==> src/rtl/ossw_pkg.sv <==
// Constants, register map and types for the output slew / safe-state / waveform sequencer
package ossw_pkg;

    // Default geometry
    localparam int NCH_DEF = 3;                 // Number of output channels
    localparam int CW_DEF  = 10;                // Converter code width
    // Clock period in 10 ps units, step periods in 10 ns units, so fractions of a us stay exact
    localparam int unsigned CLK_PERIOD_10PS = 400;
    typedef int unsigned ossw_cyc_t [15];
    localparam ossw_cyc_t STEP_TIME_10NS = '{
        400, 800, 1200, 1800, 2700, 4050, 6075, 9113,
        13669, 23920, 41861, 73256, 128198, 256396, 512792};

    // Cycles per step period; a period is a nominal figure, so it rounds down (never below 1)
    function automatic ossw_cyc_t ossw_cyc_calc();
        ossw_cyc_t r;
        for (int i = 0; i < 15; i++) begin
            r[i] = (STEP_TIME_10NS[i] * 1000 / CLK_PERIOD_10PS < 1) ? 1 :
                   STEP_TIME_10NS[i] * 1000 / CLK_PERIOD_10PS;
        end
        return r;
    endfunction : ossw_cyc_calc
    localparam ossw_cyc_t STEP_CYC_DEF = ossw_cyc_calc();

    // Step sizes in LSB per update, indexed by the 3-bit step field
    typedef logic [5:0] ossw_step_t [8];
    localparam ossw_step_t STEP_LSB = '{6'h01, 6'h02, 6'h03, 6'h04, 6'h06, 6'h08, 6'h10, 6'h20};

    // Fixed sine points, 12-bit, 24 per cycle
    localparam int SINE_PTS = 24;
    typedef logic [11:0] ossw_sine_t [24];
    localparam ossw_sine_t SINE_TAB = '{
        12'h800, 12'h9a8, 12'hb33, 12'hc87, 12'hd8b, 12'he2f, 12'he66, 12'he2f,
        12'hd8b, 12'hc87, 12'hb33, 12'h9a8, 12'h800, 12'h658, 12'h4cd, 12'h379,
        12'h275, 12'h1d1, 12'h19a, 12'h1d1, 12'h275, 12'h379, 12'h4cd, 12'h658};

    // Register byte offsets
    localparam logic [7:0] REG_CTRL   = 8'h00;  // Safe-state select and pin enable
    localparam logic [7:0] REG_TRIG   = 8'h04;  // Self-clearing commands
    localparam logic [7:0] REG_STATUS = 8'h08;  // comparator_status_reg
    localparam logic [7:0] CH_BASE    = 8'h10;  // First channel block
    localparam logic [7:0] CH_STRIDE  = 8'h10;  // Bytes per channel block
    localparam logic [3:0] CH_DATA    = 4'h0;   // Data code
    localparam logic [3:0] CH_MHIGH   = 4'h4;   // Margin-high code
    localparam logic [3:0] CH_MLOW    = 4'h8;   // Margin-low code
    localparam logic [3:0] CH_FUNC    = 4'hc;   // channel_function_reg

    // Field positions
    localparam int CTRL_SEL_LSB  = 0;           // [1:0] safe-state select
    localparam int CTRL_PIN_EN   = 2;           // multifunction_pin acts as safe input
    localparam int TRIG_SAFE     = 0;           // Start safe state
    localparam int TRIG_MHIGH    = 8;           // +ch: slew to margin-high
    localparam int TRIG_MLOW     = 12;          // +ch: slew to margin-low
    localparam int TRIG_PWRUP    = 16;          // +ch: power up at stored code
    localparam int TRIG_PWRDN    = 20;          // +ch: power down to Hi-Z
    localparam int ST_FLAG       = 0;           // Safe-state flag
    localparam int ST_BUSY       = 1;           // Safe-state sequence running
    localparam int ST_SLEW       = 4;           // +ch: channel slewing
    localparam int ST_HIZ        = 8;           // +ch: channel in Hi-Z
    localparam int FN_STEP_LSB   = 0;           // [2:0] step size
    localparam int FN_PER_LSB    = 3;           // [6:3] step period
    localparam int FN_WAVE_LSB   = 8;           // [10:8] waveform_select
    localparam int FN_RUN        = 11;          // Waveform running
    localparam int FN_W          = 12;          // Width of channel_function_reg

    // Reset values
    localparam logic [FN_W-1:0] FUNC_RST = 12'h000;
    localparam logic [2:0]      CTRL_RST = 3'h0;

    // Waveform encodings
    localparam logic [2:0] WAVE_TRI    = 3'b000;
    localparam logic [2:0] WAVE_SAWUP  = 3'b001;
    localparam logic [2:0] WAVE_SAWDN  = 3'b010;
    localparam logic [2:0] WAVE_SINE   = 3'b100;

    // Safe-state select encodings
    localparam logic [1:0] SS_HIZ_ONLY = 2'b00;
    localparam logic [1:0] SS_STORED   = 2'b01;
    localparam logic [1:0] SS_TO_LOW   = 2'b10;

    // Channel activity and safe-state sequencer states
    typedef enum logic [2:0] {CH_STATIC = 3'b001, CH_SLEW = 3'b010, CH_WAVE = 3'b100} ossw_ch_t;
    typedef enum logic [3:0] {SS_IDLE = 4'b0001, SS_JUMP = 4'b0010,
                              SS_SLEWING = 4'b0100, SS_HIZ = 4'b1000} ossw_ss_t;

endpackage : ossw_pkg

==> src/rtl/ossw_wavegen.sv <==
// Per-channel code sequencer with safe state, margin slewing and waveforms behind APB
`timescale 1ns/1ns
`default_nettype none

// Overview of operation
// - All channels Hi-Z after reset
// - Power up channel straight to stored code
// - Safe state from pin or trigger bit
// - Select 00 Hi-Z; 01 stored code then Hi-Z
// - Select 10/11 slew to margin then Hi-Z
// - Host writes ignored while safe state runs
// - Safe-state flag set on trigger
// - Status read clears flag after completion
// - No-slew period: data write applies at once
// - Margin command steps code toward margin value
// - Step size from 3-bit field table
// - Step period from 4-bit field table
// - Full slew takes ceiling(span/step)+1 periods
// - Each channel runs waveforms independently
// - 000 triangle between margin-low and margin-high
// - Triangle uses equal step counts each way
// - 001 rising sawtooth, 010 falling sawtooth
// - 100 sine, 24 points, one per period
module ossw_wavegen #(
    parameter int                 NCH      = ossw_pkg::NCH_DEF,
    parameter int                 CW       = ossw_pkg::CW_DEF,
    parameter logic [CW-1:0]      NVM_CODE = '0,
    parameter ossw_pkg::ossw_cyc_t STEP_CYC = ossw_pkg::STEP_CYC_DEF
) (
    // Clock and reset
    input  wire logic               sys_clk,
    input  wire logic               rst,
    // APB slave
    input  wire logic [7:0]         paddr,
    input  wire logic               psel,
    input  wire logic               penable,
    input  wire logic               pwrite,
    input  wire logic [31:0]        pwdata,
    output logic      [31:0]        prdata,
    output logic                    pready,
    output logic                    pslverr,
    // Safe-state input
    input  wire logic               multifunction_pin,
    // Converter side
    output logic      [NCH*CW-1:0]  dacCode,
    output logic      [NCH-1:0]     outHiZ
);
    import ossw_pkg::*;

    ////////////////////////////////////////////////////////////////////////////////
    // State
    logic [2:0]        ctrl, next_ctrl;             // Safe select and pin enable
    logic [CW-1:0]     dataReg  [NCH];              // Data codes
    logic [CW-1:0]     mHigh    [NCH];              // Margin-high codes
    logic [CW-1:0]     mLow     [NCH];              // Margin-low codes
    logic [FN_W-1:0]   func     [NCH];              // channel_function_reg
    logic [CW-1:0]     code     [NCH];              // Live converter code
    logic [CW-1:0]     target   [NCH];              // Slew target
    logic [31:0]       tmr      [NCH];              // Step period countdown
    logic              dirUp    [NCH];              // Triangle direction
    logic [4:0]        sineIdx  [NCH];              // Sine point
    ossw_ch_t          mode     [NCH];
    logic [NCH-1:0]    hiZ;
    logic [CW-1:0]     next_dataReg [NCH];
    logic [CW-1:0]     next_mHigh   [NCH];
    logic [CW-1:0]     next_mLow    [NCH];
    logic [FN_W-1:0]   next_func    [NCH];
    logic [CW-1:0]     next_code    [NCH];
    logic [CW-1:0]     next_target  [NCH];
    logic [31:0]       next_tmr     [NCH];
    logic              next_dirUp   [NCH];
    logic [4:0]        next_sineIdx [NCH];
    ossw_ch_t          next_mode    [NCH];
    logic [NCH-1:0]    next_hiZ;
    ossw_ss_t          ssState, next_ssState;       // Safe-state sequencer
    logic              ssFlag, next_ssFlag;         // Safe-state flag
    logic              pinPrev, next_pinPrev;       // Pin level last cycle
    logic [31:0]       next_prdata;

    ////////////////////////////////////////////////////////////////////////////////
    // Bus decode
    logic              setup, acc, wrAcc, rdAcc, ssBusy, ssTrig, chHit, mapped;
    logic [7:0]        chOff;
    int                chSel;

    // Cycles per step minus one; zero when the period field means no slew
    function automatic logic [31:0] reloadOf(input logic [3:0] per);
        return (per == 4'h0) ? 32'h0 : 32'(STEP_CYC[per - 4'h1] - 1);
    endfunction : reloadOf

    // One step toward a target, clipped so it never overshoots
    function automatic logic [CW-1:0] stepTo(input logic [CW-1:0] cur,
                                             input logic [CW-1:0] tgt,
                                             input logic [2:0]    sel);
        logic [CW+6:0] s;
        s = {7'h0, cur};
        if (cur < tgt) begin
            s = s + {{(CW+1){1'b0}}, STEP_LSB[sel]};
            return (s >= {7'h0, tgt}) ? tgt : s[CW-1:0];
        end
        if ({7'h0, cur} <= {7'h0, tgt} + {{(CW+1){1'b0}}, STEP_LSB[sel]}) return tgt;
        return cur - CW'(STEP_LSB[sel]);
    endfunction : stepTo

    // Phase and address decode; channel blocks follow the common registers
    always_comb begin
        setup   = psel & ~penable;
        acc     = psel & penable;
        ssBusy  = (ssState != SS_IDLE);
        wrAcc   = acc & pwrite & ~ssBusy;
        rdAcc   = acc & ~pwrite;
        chOff   = paddr - CH_BASE;
        chSel   = int'(chOff[7:4]);
        chHit   = (paddr >= CH_BASE) && (chSel < NCH) && (paddr[1:0] == 2'b00);
        mapped  = chHit || paddr == REG_CTRL || paddr == REG_TRIG || paddr == REG_STATUS;
        pready  = 1'b1;                                                // Zero wait states
        pslverr = acc & ~mapped;                                       // Unmapped answers error
        // Rising pin edge only counts when the pin is assigned to the safe input
        ssTrig  = ~ssBusy & ((wrAcc && paddr == REG_TRIG && pwdata[TRIG_SAFE]) |
                  (ctrl[CTRL_PIN_EN] & multifunction_pin & ~pinPrev));
    end

    ////////////////////////////////////////////////////////////////////////////////
    // Read data, captured in the setup phase so prdata comes straight from a flop
    always_comb begin
        next_prdata = 32'h0;
        if (setup) begin
            if (paddr == REG_CTRL) next_prdata[2:0] = ctrl;
            else if (paddr == REG_STATUS) begin
                next_prdata[ST_FLAG] = ssFlag;
                next_prdata[ST_BUSY] = ssBusy;
                for (int c = 0; c < NCH; c++) begin
                    next_prdata[ST_SLEW + c] = (mode[c] == CH_SLEW);
                    next_prdata[ST_HIZ + c]  = hiZ[c];
                end
            end else if (chHit) begin
                case (chOff[3:0])
                    CH_DATA:  next_prdata[CW-1:0]   = dataReg[chSel];
                    CH_MHIGH: next_prdata[CW-1:0]   = mHigh[chSel];
                    CH_MLOW:  next_prdata[CW-1:0]   = mLow[chSel];
                    CH_FUNC:  next_prdata[FN_W-1:0] = func[chSel];
                    default:  next_prdata = 32'h0;                      // Holes read zero
                endcase
            end
        end
    end

    ////////////////////////////////////////////////////////////////////////////////
    // Safe-state sequencer and flag
    always_comb begin
        next_ssState = ssState;
        next_ssFlag  = ssFlag;
        next_pinPrev = multifunction_pin;
        next_ctrl    = ctrl;
        if (wrAcc && paddr == REG_CTRL) next_ctrl = pwdata[2:0];
        // Clear on status read only after completion; a new trigger wins over it
        if (rdAcc && paddr == REG_STATUS && !ssBusy) next_ssFlag = 1'b0;
        case (ssState)
            SS_IDLE: begin
                if (ssTrig) begin
                    next_ssFlag = 1'b1;
                    case (ctrl[1:0])
                        SS_HIZ_ONLY: next_ssState = SS_HIZ;
                        SS_STORED:   next_ssState = SS_JUMP;
                        default:     next_ssState = SS_SLEWING;
                    endcase
                end
            end
            SS_JUMP: next_ssState = SS_HIZ;
            SS_SLEWING: begin
                // Wait until every channel has landed on its margin code
                next_ssState = SS_HIZ;
                for (int c = 0; c < NCH; c++) begin
                    if (mode[c] == CH_SLEW) next_ssState = SS_SLEWING;
                end
            end
            SS_HIZ:  next_ssState = SS_IDLE;
            default: next_ssState = SS_IDLE;
        endcase
    end

    ////////////////////////////////////////////////////////////////////////////////
    // Channel registers, slewing and waveform generation
    always_comb begin
        for (int c = 0; c < NCH; c++) begin
            next_dataReg[c] = dataReg[c];
            next_mHigh[c]   = mHigh[c];
            next_mLow[c]    = mLow[c];
            next_func[c]    = func[c];
            next_code[c]    = code[c];
            next_target[c]  = target[c];
            next_tmr[c]     = (tmr[c] == 32'h0) ? 32'h0 : tmr[c] - 32'h1;
            next_dirUp[c]   = dirUp[c];
            next_sineIdx[c] = sineIdx[c];
            next_mode[c]    = mode[c];
            next_hiZ[c]     = hiZ[c];

            // Host writes; the host keeps off data and step fields while slewing
            if (wrAcc && chHit && chSel == c) begin
                case (chOff[3:0])
                    CH_DATA: begin
                        next_dataReg[c] = pwdata[CW-1:0];
                        next_code[c]    = pwdata[CW-1:0];
                    end
                    CH_MHIGH: next_mHigh[c] = pwdata[CW-1:0];
                    CH_MLOW:  next_mLow[c]  = pwdata[CW-1:0];
                    CH_FUNC: begin
                        next_func[c] = pwdata[FN_W-1:0];
                        if (pwdata[FN_RUN]) begin
                            // Waveform starts at the minimum, rising
                            next_mode[c]    = CH_WAVE;
                            next_code[c]    = mLow[c];
                            next_dirUp[c]   = 1'b1;
                            next_sineIdx[c] = 5'h0;
                            next_tmr[c]     = reloadOf(pwdata[FN_PER_LSB +: 4]);
                        end else if (mode[c] == CH_WAVE) next_mode[c] = CH_STATIC;
                    end
                    default: next_mode[c] = mode[c];
                endcase
            end
            if (wrAcc && paddr == REG_TRIG) begin
                if (pwdata[TRIG_PWRUP + c]) begin
                    next_code[c] = NVM_CODE;
                    next_hiZ[c]  = 1'b0;
                end
                if (pwdata[TRIG_PWRDN + c]) next_hiZ[c] = 1'b1;
                if (pwdata[TRIG_MHIGH + c] || pwdata[TRIG_MLOW + c]) begin
                    next_mode[c]   = CH_SLEW;
                    next_target[c] = pwdata[TRIG_MHIGH + c] ? mHigh[c] : mLow[c];
                    next_tmr[c]    = reloadOf(func[c][FN_PER_LSB +: 4]);
                end
            end

            // Safe-state effects on every channel
            if (ssState == SS_IDLE && ssTrig && ctrl[1]) begin
                next_mode[c]   = CH_SLEW;
                next_target[c] = (ctrl[1:0] == SS_TO_LOW) ? mLow[c] : mHigh[c];
                next_tmr[c]    = reloadOf(func[c][FN_PER_LSB +: 4]);
            end
            if (ssState == SS_JUMP) begin
                next_mode[c] = CH_STATIC;
                next_code[c] = NVM_CODE;
            end
            if (ssState == SS_HIZ) begin
                next_hiZ[c]          = 1'b1;
                next_mode[c]         = CH_STATIC;
                next_func[c][FN_RUN] = 1'b0;                           // Waveform does not resume
            end

            // Timed updates; one update per period expiry
            case (mode[c])
                CH_SLEW: begin
                    if (func[c][FN_PER_LSB +: 4] == 4'h0) begin
                        next_code[c] = target[c];                      // No slew: jump
                        next_mode[c] = CH_STATIC;
                    end else if (tmr[c] == 32'h0) begin
                        // Step lands on target after ceiling(span/step) updates
                        next_code[c] = stepTo(code[c], target[c], func[c][FN_STEP_LSB +: 3]);
                        next_tmr[c]  = reloadOf(func[c][FN_PER_LSB +: 4]);
                        if (code[c] == target[c]) next_mode[c] = CH_STATIC;
                    end
                end
                CH_WAVE: begin
                    if (tmr[c] == 32'h0) begin
                        // Zero period means an update every clock
                        next_tmr[c] = reloadOf(func[c][FN_PER_LSB +: 4]);
                        case (func[c][FN_WAVE_LSB +: 3])
                            WAVE_TRI: begin
                                // Same clipped stepping in both directions
                                if (dirUp[c]) begin
                                    next_code[c] = stepTo(code[c], mHigh[c], func[c][2:0]);
                                    if (next_code[c] == mHigh[c]) next_dirUp[c] = 1'b0;
                                end else begin
                                    next_code[c] = stepTo(code[c], mLow[c], func[c][2:0]);
                                    if (next_code[c] == mLow[c]) next_dirUp[c] = 1'b1;
                                end
                            end
                            WAVE_SAWUP: next_code[c] = (code[c] == mHigh[c]) ? mLow[c] :
                                stepTo(code[c], mHigh[c], func[c][2:0]);
                            WAVE_SAWDN: next_code[c] = (code[c] == mLow[c]) ? mHigh[c] :
                                stepTo(code[c], mLow[c], func[c][2:0]);
                            WAVE_SINE: begin
                                next_code[c]    = SINE_TAB[sineIdx[c]][11 -: CW];
                                next_sineIdx[c] = (sineIdx[c] == 5'(SINE_PTS - 1)) ?
                                                  5'h0 : sineIdx[c] + 5'h1;
                            end
                            default: next_code[c] = code[c];           // Reserved: hold
                        endcase
                    end
                end
                default: next_mode[c] = next_mode[c];                  // Static: hold
            endcase
        end
    end

    ////////////////////////////////////////////////////////////////////////////////
    // Registers
    always_ff @(posedge sys_clk) begin
        if (rst) begin
            ctrl    <= CTRL_RST;
            ssState <= SS_IDLE;
            ssFlag  <= 1'b0;
            pinPrev <= 1'b0;
            prdata  <= 32'h0;
            hiZ     <= '1;
            for (int c = 0; c < NCH; c++) begin
                dataReg[c] <= '0;
                mHigh[c]   <= '0;
                mLow[c]    <= '0;
                func[c]    <= FUNC_RST;
                code[c]    <= '0;
                target[c]  <= '0;
                tmr[c]     <= 32'h0;
                dirUp[c]   <= 1'b1;
                sineIdx[c] <= 5'h0;
                mode[c]    <= CH_STATIC;
            end
        end else begin
            ctrl    <= next_ctrl;
            ssState <= next_ssState;
            ssFlag  <= next_ssFlag;
            pinPrev <= next_pinPrev;
            prdata  <= next_prdata;
            hiZ     <= next_hiZ;
            for (int c = 0; c < NCH; c++) begin
                dataReg[c] <= next_dataReg[c];
                mHigh[c]   <= next_mHigh[c];
                mLow[c]    <= next_mLow[c];
                func[c]    <= next_func[c];
                code[c]    <= next_code[c];
                target[c]  <= next_target[c];
                tmr[c]     <= next_tmr[c];
                dirUp[c]   <= next_dirUp[c];
                sineIdx[c] <= next_sineIdx[c];
                mode[c]    <= next_mode[c];
            end
        end
    end

    // Converter outputs straight from flops
    always_comb begin
        for (int c = 0; c < NCH; c++) dacCode[c*CW +: CW] = code[c];
        outHiZ = hiZ;
    end

endmodule : ossw_wavegen

`default_nettype wire

==> config.mk <==
export PLATFORM = sky130hd
export DESIGN_NAME = ossw_wavegen
export DESIGN_NICKNAME = d
export VERILOG_FILES = /design/src/rtl/ossw_pkg.sv /design/src/rtl/ossw_wavegen.sv
export SDC_FILE = /design/constraint.sdc
export NUM_CORES = 2
export LEC_CHECK = 0
export ABC_AREA = 0
export ABC_CLOCK_PERIOD_IN_PS = 6000
export BUFFER_PORTS_ARGS = -buffer_cell sky130_fd_sc_hd__buf_4
export CELL_PAD_IN_SITES_DETAIL_PLACEMENT = 2
export CELL_PAD_IN_SITES_GLOBAL_PLACEMENT = 2
export CORE_ASPECT_RATIO = 0.7
export CORE_MARGIN = 2
export CORE_UTILIZATION = 38
export DETAILED_ROUTE_END_ITERATION = 10
export HOLD_SLACK_MARGIN = 0.02
export PLACE_DENSITY_LB_ADDON = 0.1
export SLEW_MARGIN = 20
export SYNTH_ARGS = -nofsm -noshare
export SYNTH_HDL_FRONTEND = slang
export SYNTH_SLANG_ARGS = --single-unit
==> constraint.sdc <==
create_clock -name sys_clk -period 6 [get_ports sys_clk]
set_input_delay 0.3 -clock sys_clk [delete_from_list [all_inputs] [get_ports sys_clk]]
set_output_delay 0.3 -clock sys_clk [all_outputs]
set_load 0.01 [all_outputs]
==> out/metrics.json <==
{
  "run_status": {"value": "completed"},
  "max_cap_viol_count": {"value": 0},
  "vias_per_cell": {"value": 6.62},
  "share_clk_of_total_power": {"value": 31.4, "unit": "%"},
  "share_seq_of_total_power": {"value": 33.6, "unit": "%"},
  "coreArea": {"value": 0.0978, "unit": "mm^2"},
  "layout-drive-gt1-share": {"value": 9.24, "unit": "%"},
  "cellInternalPower": {"value": 5.07, "unit": "mW"},
  "grt_max_degree": {"value": 111},
  "max_slew.worst_pin.slew": {"value": 1.22, "unit": "ns"},
  "power.static_leakage": {"value": 16.4, "unit": "nW"},
  "post-route-worst-setup-slack": {"value": 0.300, "unit": "ns"},
  "vdd_drop_max": {"value": 0.270, "unit": "mV"},
  "htreeDepth": {"value": 2},
  "synth_seq_cells": {"value": 333},
  "row_count": {"value": 96},
  "hpwl": {"value": 155000, "unit": "um"},
  "setup_tns": {"value": 0, "unit": "ns"},
  "setup_viol": {"value": 0},
  "clock_tree_from_tritoncts": {"value": "done"},
  "main_synth_ff_type": {"value": "sky130_fd_sc_hd__dfxtp_1"},
  "post-synth-top-count-cell": {"value": "sky130_fd_sc_hd__nand2_1"},
  "comb_power_share": {"value": 35.0, "unit": "%"},
  "min-delay-path-class": {"value": "primary input to register"},
  "finalHoldWorstSlack": {"value": 0.0470, "unit": "ns"},
  "worst_setup_path_start_kind": {"value": "register"},
  "timing_hold_violations_final": {"value": 0},
  "synth-edff-count": {"value": 30},
  "die_x": {"value": 379, "unit": "um"},
  "route.vias.total": {"value": 43200},
  "share_of_synthesized_area_occupied_by_flip_flops_and_latches": {"value": 18.6, "unit": "%"},
  "post_route_insts_no_fill": {"value": 6522},
  "power_switching_share": {"value": 39.3, "unit": "%"},
  "detailedRoute.firstIterationViolations": {"value": 4769},
  "synthDistinctLibCells": {"value": 103},
  "clk_path_buf_depth": {"value": 3},
  "p_total": {"value": 8.35, "unit": "mW"},
  "die_height": {"value": 266, "unit": "um"},
  "post_drt_wl_per_cell": {"value": 31.5, "unit": "um"},
  "groute.usage.overall": {"value": 39.4, "unit": "%"},
  "cp_cell_sequence": {"value": "nor2_1, buf_4, ha_1, fa_1, a21oi_1, o31ai_1, o21a_1, xnor2_1, inv_1, ha_1, nor4_1, o21ai_0, a41oi_1, o2bb2ai_1, or2_2, a2bb2oi_1, a2111oi_0, nand3_1, o21ai_0, a21oi_1"},
  "cp_max_fo": {"value": 6},
  "starting_density": {"value": 38.2, "unit": "%"},
  "drt-total-wl": {"value": 205000, "unit": "um"},
  "clock_latency": {"value": 0.61, "unit": "ns"},
  "share_of_the_core_filled_with_cells": {"value": 42.6, "unit": "%"},
  "cp_num_buf_inv": {"value": 2},
  "grt_overflow": {"value": 0},
  "cp_data_required_time": {"value": 6.49, "unit": "ns"},
  "critical_path_class": {"value": "register to register"},
  "fin_area": {"value": 0.0416, "unit": "mm^2"},
  "kind_of_cell_adding_the_most_delay_to_the_critical_path": {"value": "compound AO/OA/AOI/OAI gates"},
  "first_pass_iters": {"value": 6},
  "mappedNetlistArea": {"value": 0.0374, "unit": "mm^2"},
  "placed_cell_count": {"value": 6436},
  "max_clock_freq": {"value": 0.175, "unit": "GHz"},
  "fin_nets": {"value": 5641},
  "initial_antenna_violation_count": {"value": 9},
  "path_clk_slew": {"value": 0.08, "unit": "ns"},
  "n_fill_cell": {"value": 11500},
  "crit_path_max_incr_delay": {"value": 0.57, "unit": "ns"},
  "post-route-period-util": {"value": 95.0, "unit": "%"},
  "synthesis.yosys.warnings": {"value": 0},
  "slew_viol_final": {"value": 0},
  "timing.critical_path.to_type": {"value": "register"},
  "power.density_cell_area": {"value": 201, "unit": "mW/mm^2"},
  "gp_congestion": {"value": 1.00},
  "ios": {"value": 113},
  "synth_largest_area_cell": {"value": "sky130_fd_sc_hd__dfxtp_1"},
  "synthTopCellsByCount": {"value": "554 x sky130_fd_sc_hd__nand2_1, 521 x sky130_fd_sc_hd__nor2_1, 499 x sky130_fd_sc_hd__a21oi_1"},
  "arrival": {"value": 6.19, "unit": "ns"},
  "asyncSetResetFlopFracSynth": {"value": 0, "unit": "%"},
  "number_of_global_route_vias_before_repair": {"value": 43600},
  "grt_pass1_wl": {"value": 299000, "unit": "um"},
  "area_of_combinational_cells_with_multiple_inputs": {"value": 0.0283, "unit": "mm^2"},
  "power.net_switching": {"value": 3.28, "unit": "mW"},
  "post-route-drc-count": {"value": 0},
  "cts.sink_count": {"value": 333},
  "synth_largest_type_area_fraction": {"value": 16.2, "unit": "%"},
  "slew_headroom": {"value": 18.1, "unit": "%"},
  "syn_inst": {"value": 5125},
  "area_delta_synth_final": {"value": 11.3, "unit": "%"},
  "root_buffer": {"value": "sky130_fd_sc_hd__clkbuf_16"},
  "port-buffer-count": {"value": 80},
  "ant_nets": {"value": 0},
  "synth_top_cells_by_area": {"value": "sky130_fd_sc_hd__dfxtp_1 16%, sky130_fd_sc_hd__ha_1 14%, sky130_fd_sc_hd__a21oi_1 6.7%, sky130_fd_sc_hd__nand2_1 5.6%, sky130_fd_sc_hd__nor2_1 5.2%"},
  "timing.clock.skew": {"value": 0.0257, "unit": "ns"},
  "final_min_period": {"value": 5.70, "unit": "ns"},
  "ff_latch_area": {"value": 0.00697, "unit": "mm^2"},
  "syn_area_per_cell": {"value": 7.30, "unit": "um^2"},
  "placedInstanceArea": {"value": 0.0401, "unit": "mm^2"},
  "placement.setup.worst_slack": {"value": 0.204, "unit": "ns"},
  "cts-buffers-inserted": {"value": 40},
  "die_area": {"value": 0.101, "unit": "mm^2"},
  "slowest_stage": {"value": "sky130_fd_sc_hd__dfxtp_1"}
}
logic make-up after synthesis:
group	count (synthesis)	share of synthesized area [%]
other cells	2	0.0201
mux	114	3.43
simple gates	1745	21.9
buf+inv	588	6.20
flops	333	18.6
compound gates	1636	28.6
xor+xnor	256	6.03
fa+ha+maj	451	15.3
worst paths after layout:
kind                                              start                  endpoint  slack, ns  cells past startpoint
worst max-delay path            func[0][2]$_SDFFE_PP0P_    dirUp[0][0]$_SDFF_PP1_       0.30                     20
worst min-delay path                                rst  sineIdx[0][1]$_SDFF_PP0_       0.05                      2
worst max register to register  func[0][2]$_SDFFE_PP0P_    dirUp[0][0]$_SDFF_PP1_       0.30                     20
worst min register to register  func[0][7]$_SDFFE_PP0P_   func[0][7]$_SDFFE_PP0P_       0.49                      2
state kept, by name (all words and copies together) (netlist names), 4 cells and up:
register	count
tmr	96
func	36
code	30
dataReg	30
mHigh	30
mLow	30
target	30
sineIdx	15
prdata	12
mode	9
ssState	4
placed cells by master, fill, tap and decap left out, drive strengths merged, types with 65 or more instances in the layout:
cell type / count
ha: 416
xor2: 65
nor2: 522
a21o: 80
o211ai: 73
inv: 248
a211oi: 102
buf: 311
o21ai: 309
a21oi: 499
nor3: 138
nand3: 123
dfxtp: 303
xnor2: 190
mux2i: 100
a22oi: 85
nand2: 555
metal layers:
metal	vias up	global-route usage, %	routed length [um]
met5	-	0	56
met4	10	12.1	6700
met3	387	9.28	21000
met2	2024	56.9	84100
met1	22000	57.3	93500
li1	18800	-	-
worst register-to-register path, cell delays in order (launching register included):
cell	delay, ns
sky130_fd_sc_hd__dfxtp_1	0.57
sky130_fd_sc_hd__nor2_1	0.18
sky130_fd_sc_hd__buf_4	0.20
sky130_fd_sc_hd__ha_1	0.21
sky130_fd_sc_hd__fa_1	0.43
sky130_fd_sc_hd__a21oi_1	0.28
sky130_fd_sc_hd__o31ai_1	0.13
sky130_fd_sc_hd__o21a_1	0.29
sky130_fd_sc_hd__xnor2_1	0.37
sky130_fd_sc_hd__inv_1	0.24
sky130_fd_sc_hd__ha_1	0.26
sky130_fd_sc_hd__nor4_1	0.31
sky130_fd_sc_hd__o21ai_0	0.15
sky130_fd_sc_hd__a41oi_1	0.23
sky130_fd_sc_hd__o2bb2ai_1	0.16
sky130_fd_sc_hd__or2_2	0.38
sky130_fd_sc_hd__a2bb2oi_1	0.18
sky130_fd_sc_hd__a2111oi_0	0.52
sky130_fd_sc_hd__nand3_1	0.15
sky130_fd_sc_hd__o21ai_0	0.25
sky130_fd_sc_hd__a21oi_1	0.10
power groups by stage:
| stage | Clock, mW | Combinational [mW] | Sequential [mW] |
|---|---|---|---|
| after floorplan | 0 | 2.11 | 2.76 |
| after global placement | 0 | 2.71 | 2.82 |
| after detailed placement | 0 | 2.82 | 2.84 |
| after CTS | 2.62 | 2.87 | 2.80 |
| after global routing | 2.72 | 3.20 | 2.84 |
| final | 2.62 | 2.92 | 2.81 |
layout make-up:
| type | count | share of cell area, % |
|---|---|---|
| Timing Repair Buffer | 316 | 5.81 |
| Sequential cell | 333 | 16.7 |
| Tap cell | 1323 | 3.98 |
| Clock buffer | 54 | 2.73 |
| Multi-Input combinational cell | 4223 | 68.0 |
| Inverter | 250 | 2.25 |
| Clock inverter | 19 | 0.433 |
| Antenna cell | 4 | 0.0241 |
timing repair:
action                                  4_1_cts  5_1_grt
hold endpoints to repair                      4        0
resized for setup                             0       18
endpoints found under the setup margin        0       29
hold buffers                                  5        0
buffers inserted                              0        4
No activity file was read; power rests on OpenSTA's default activity.
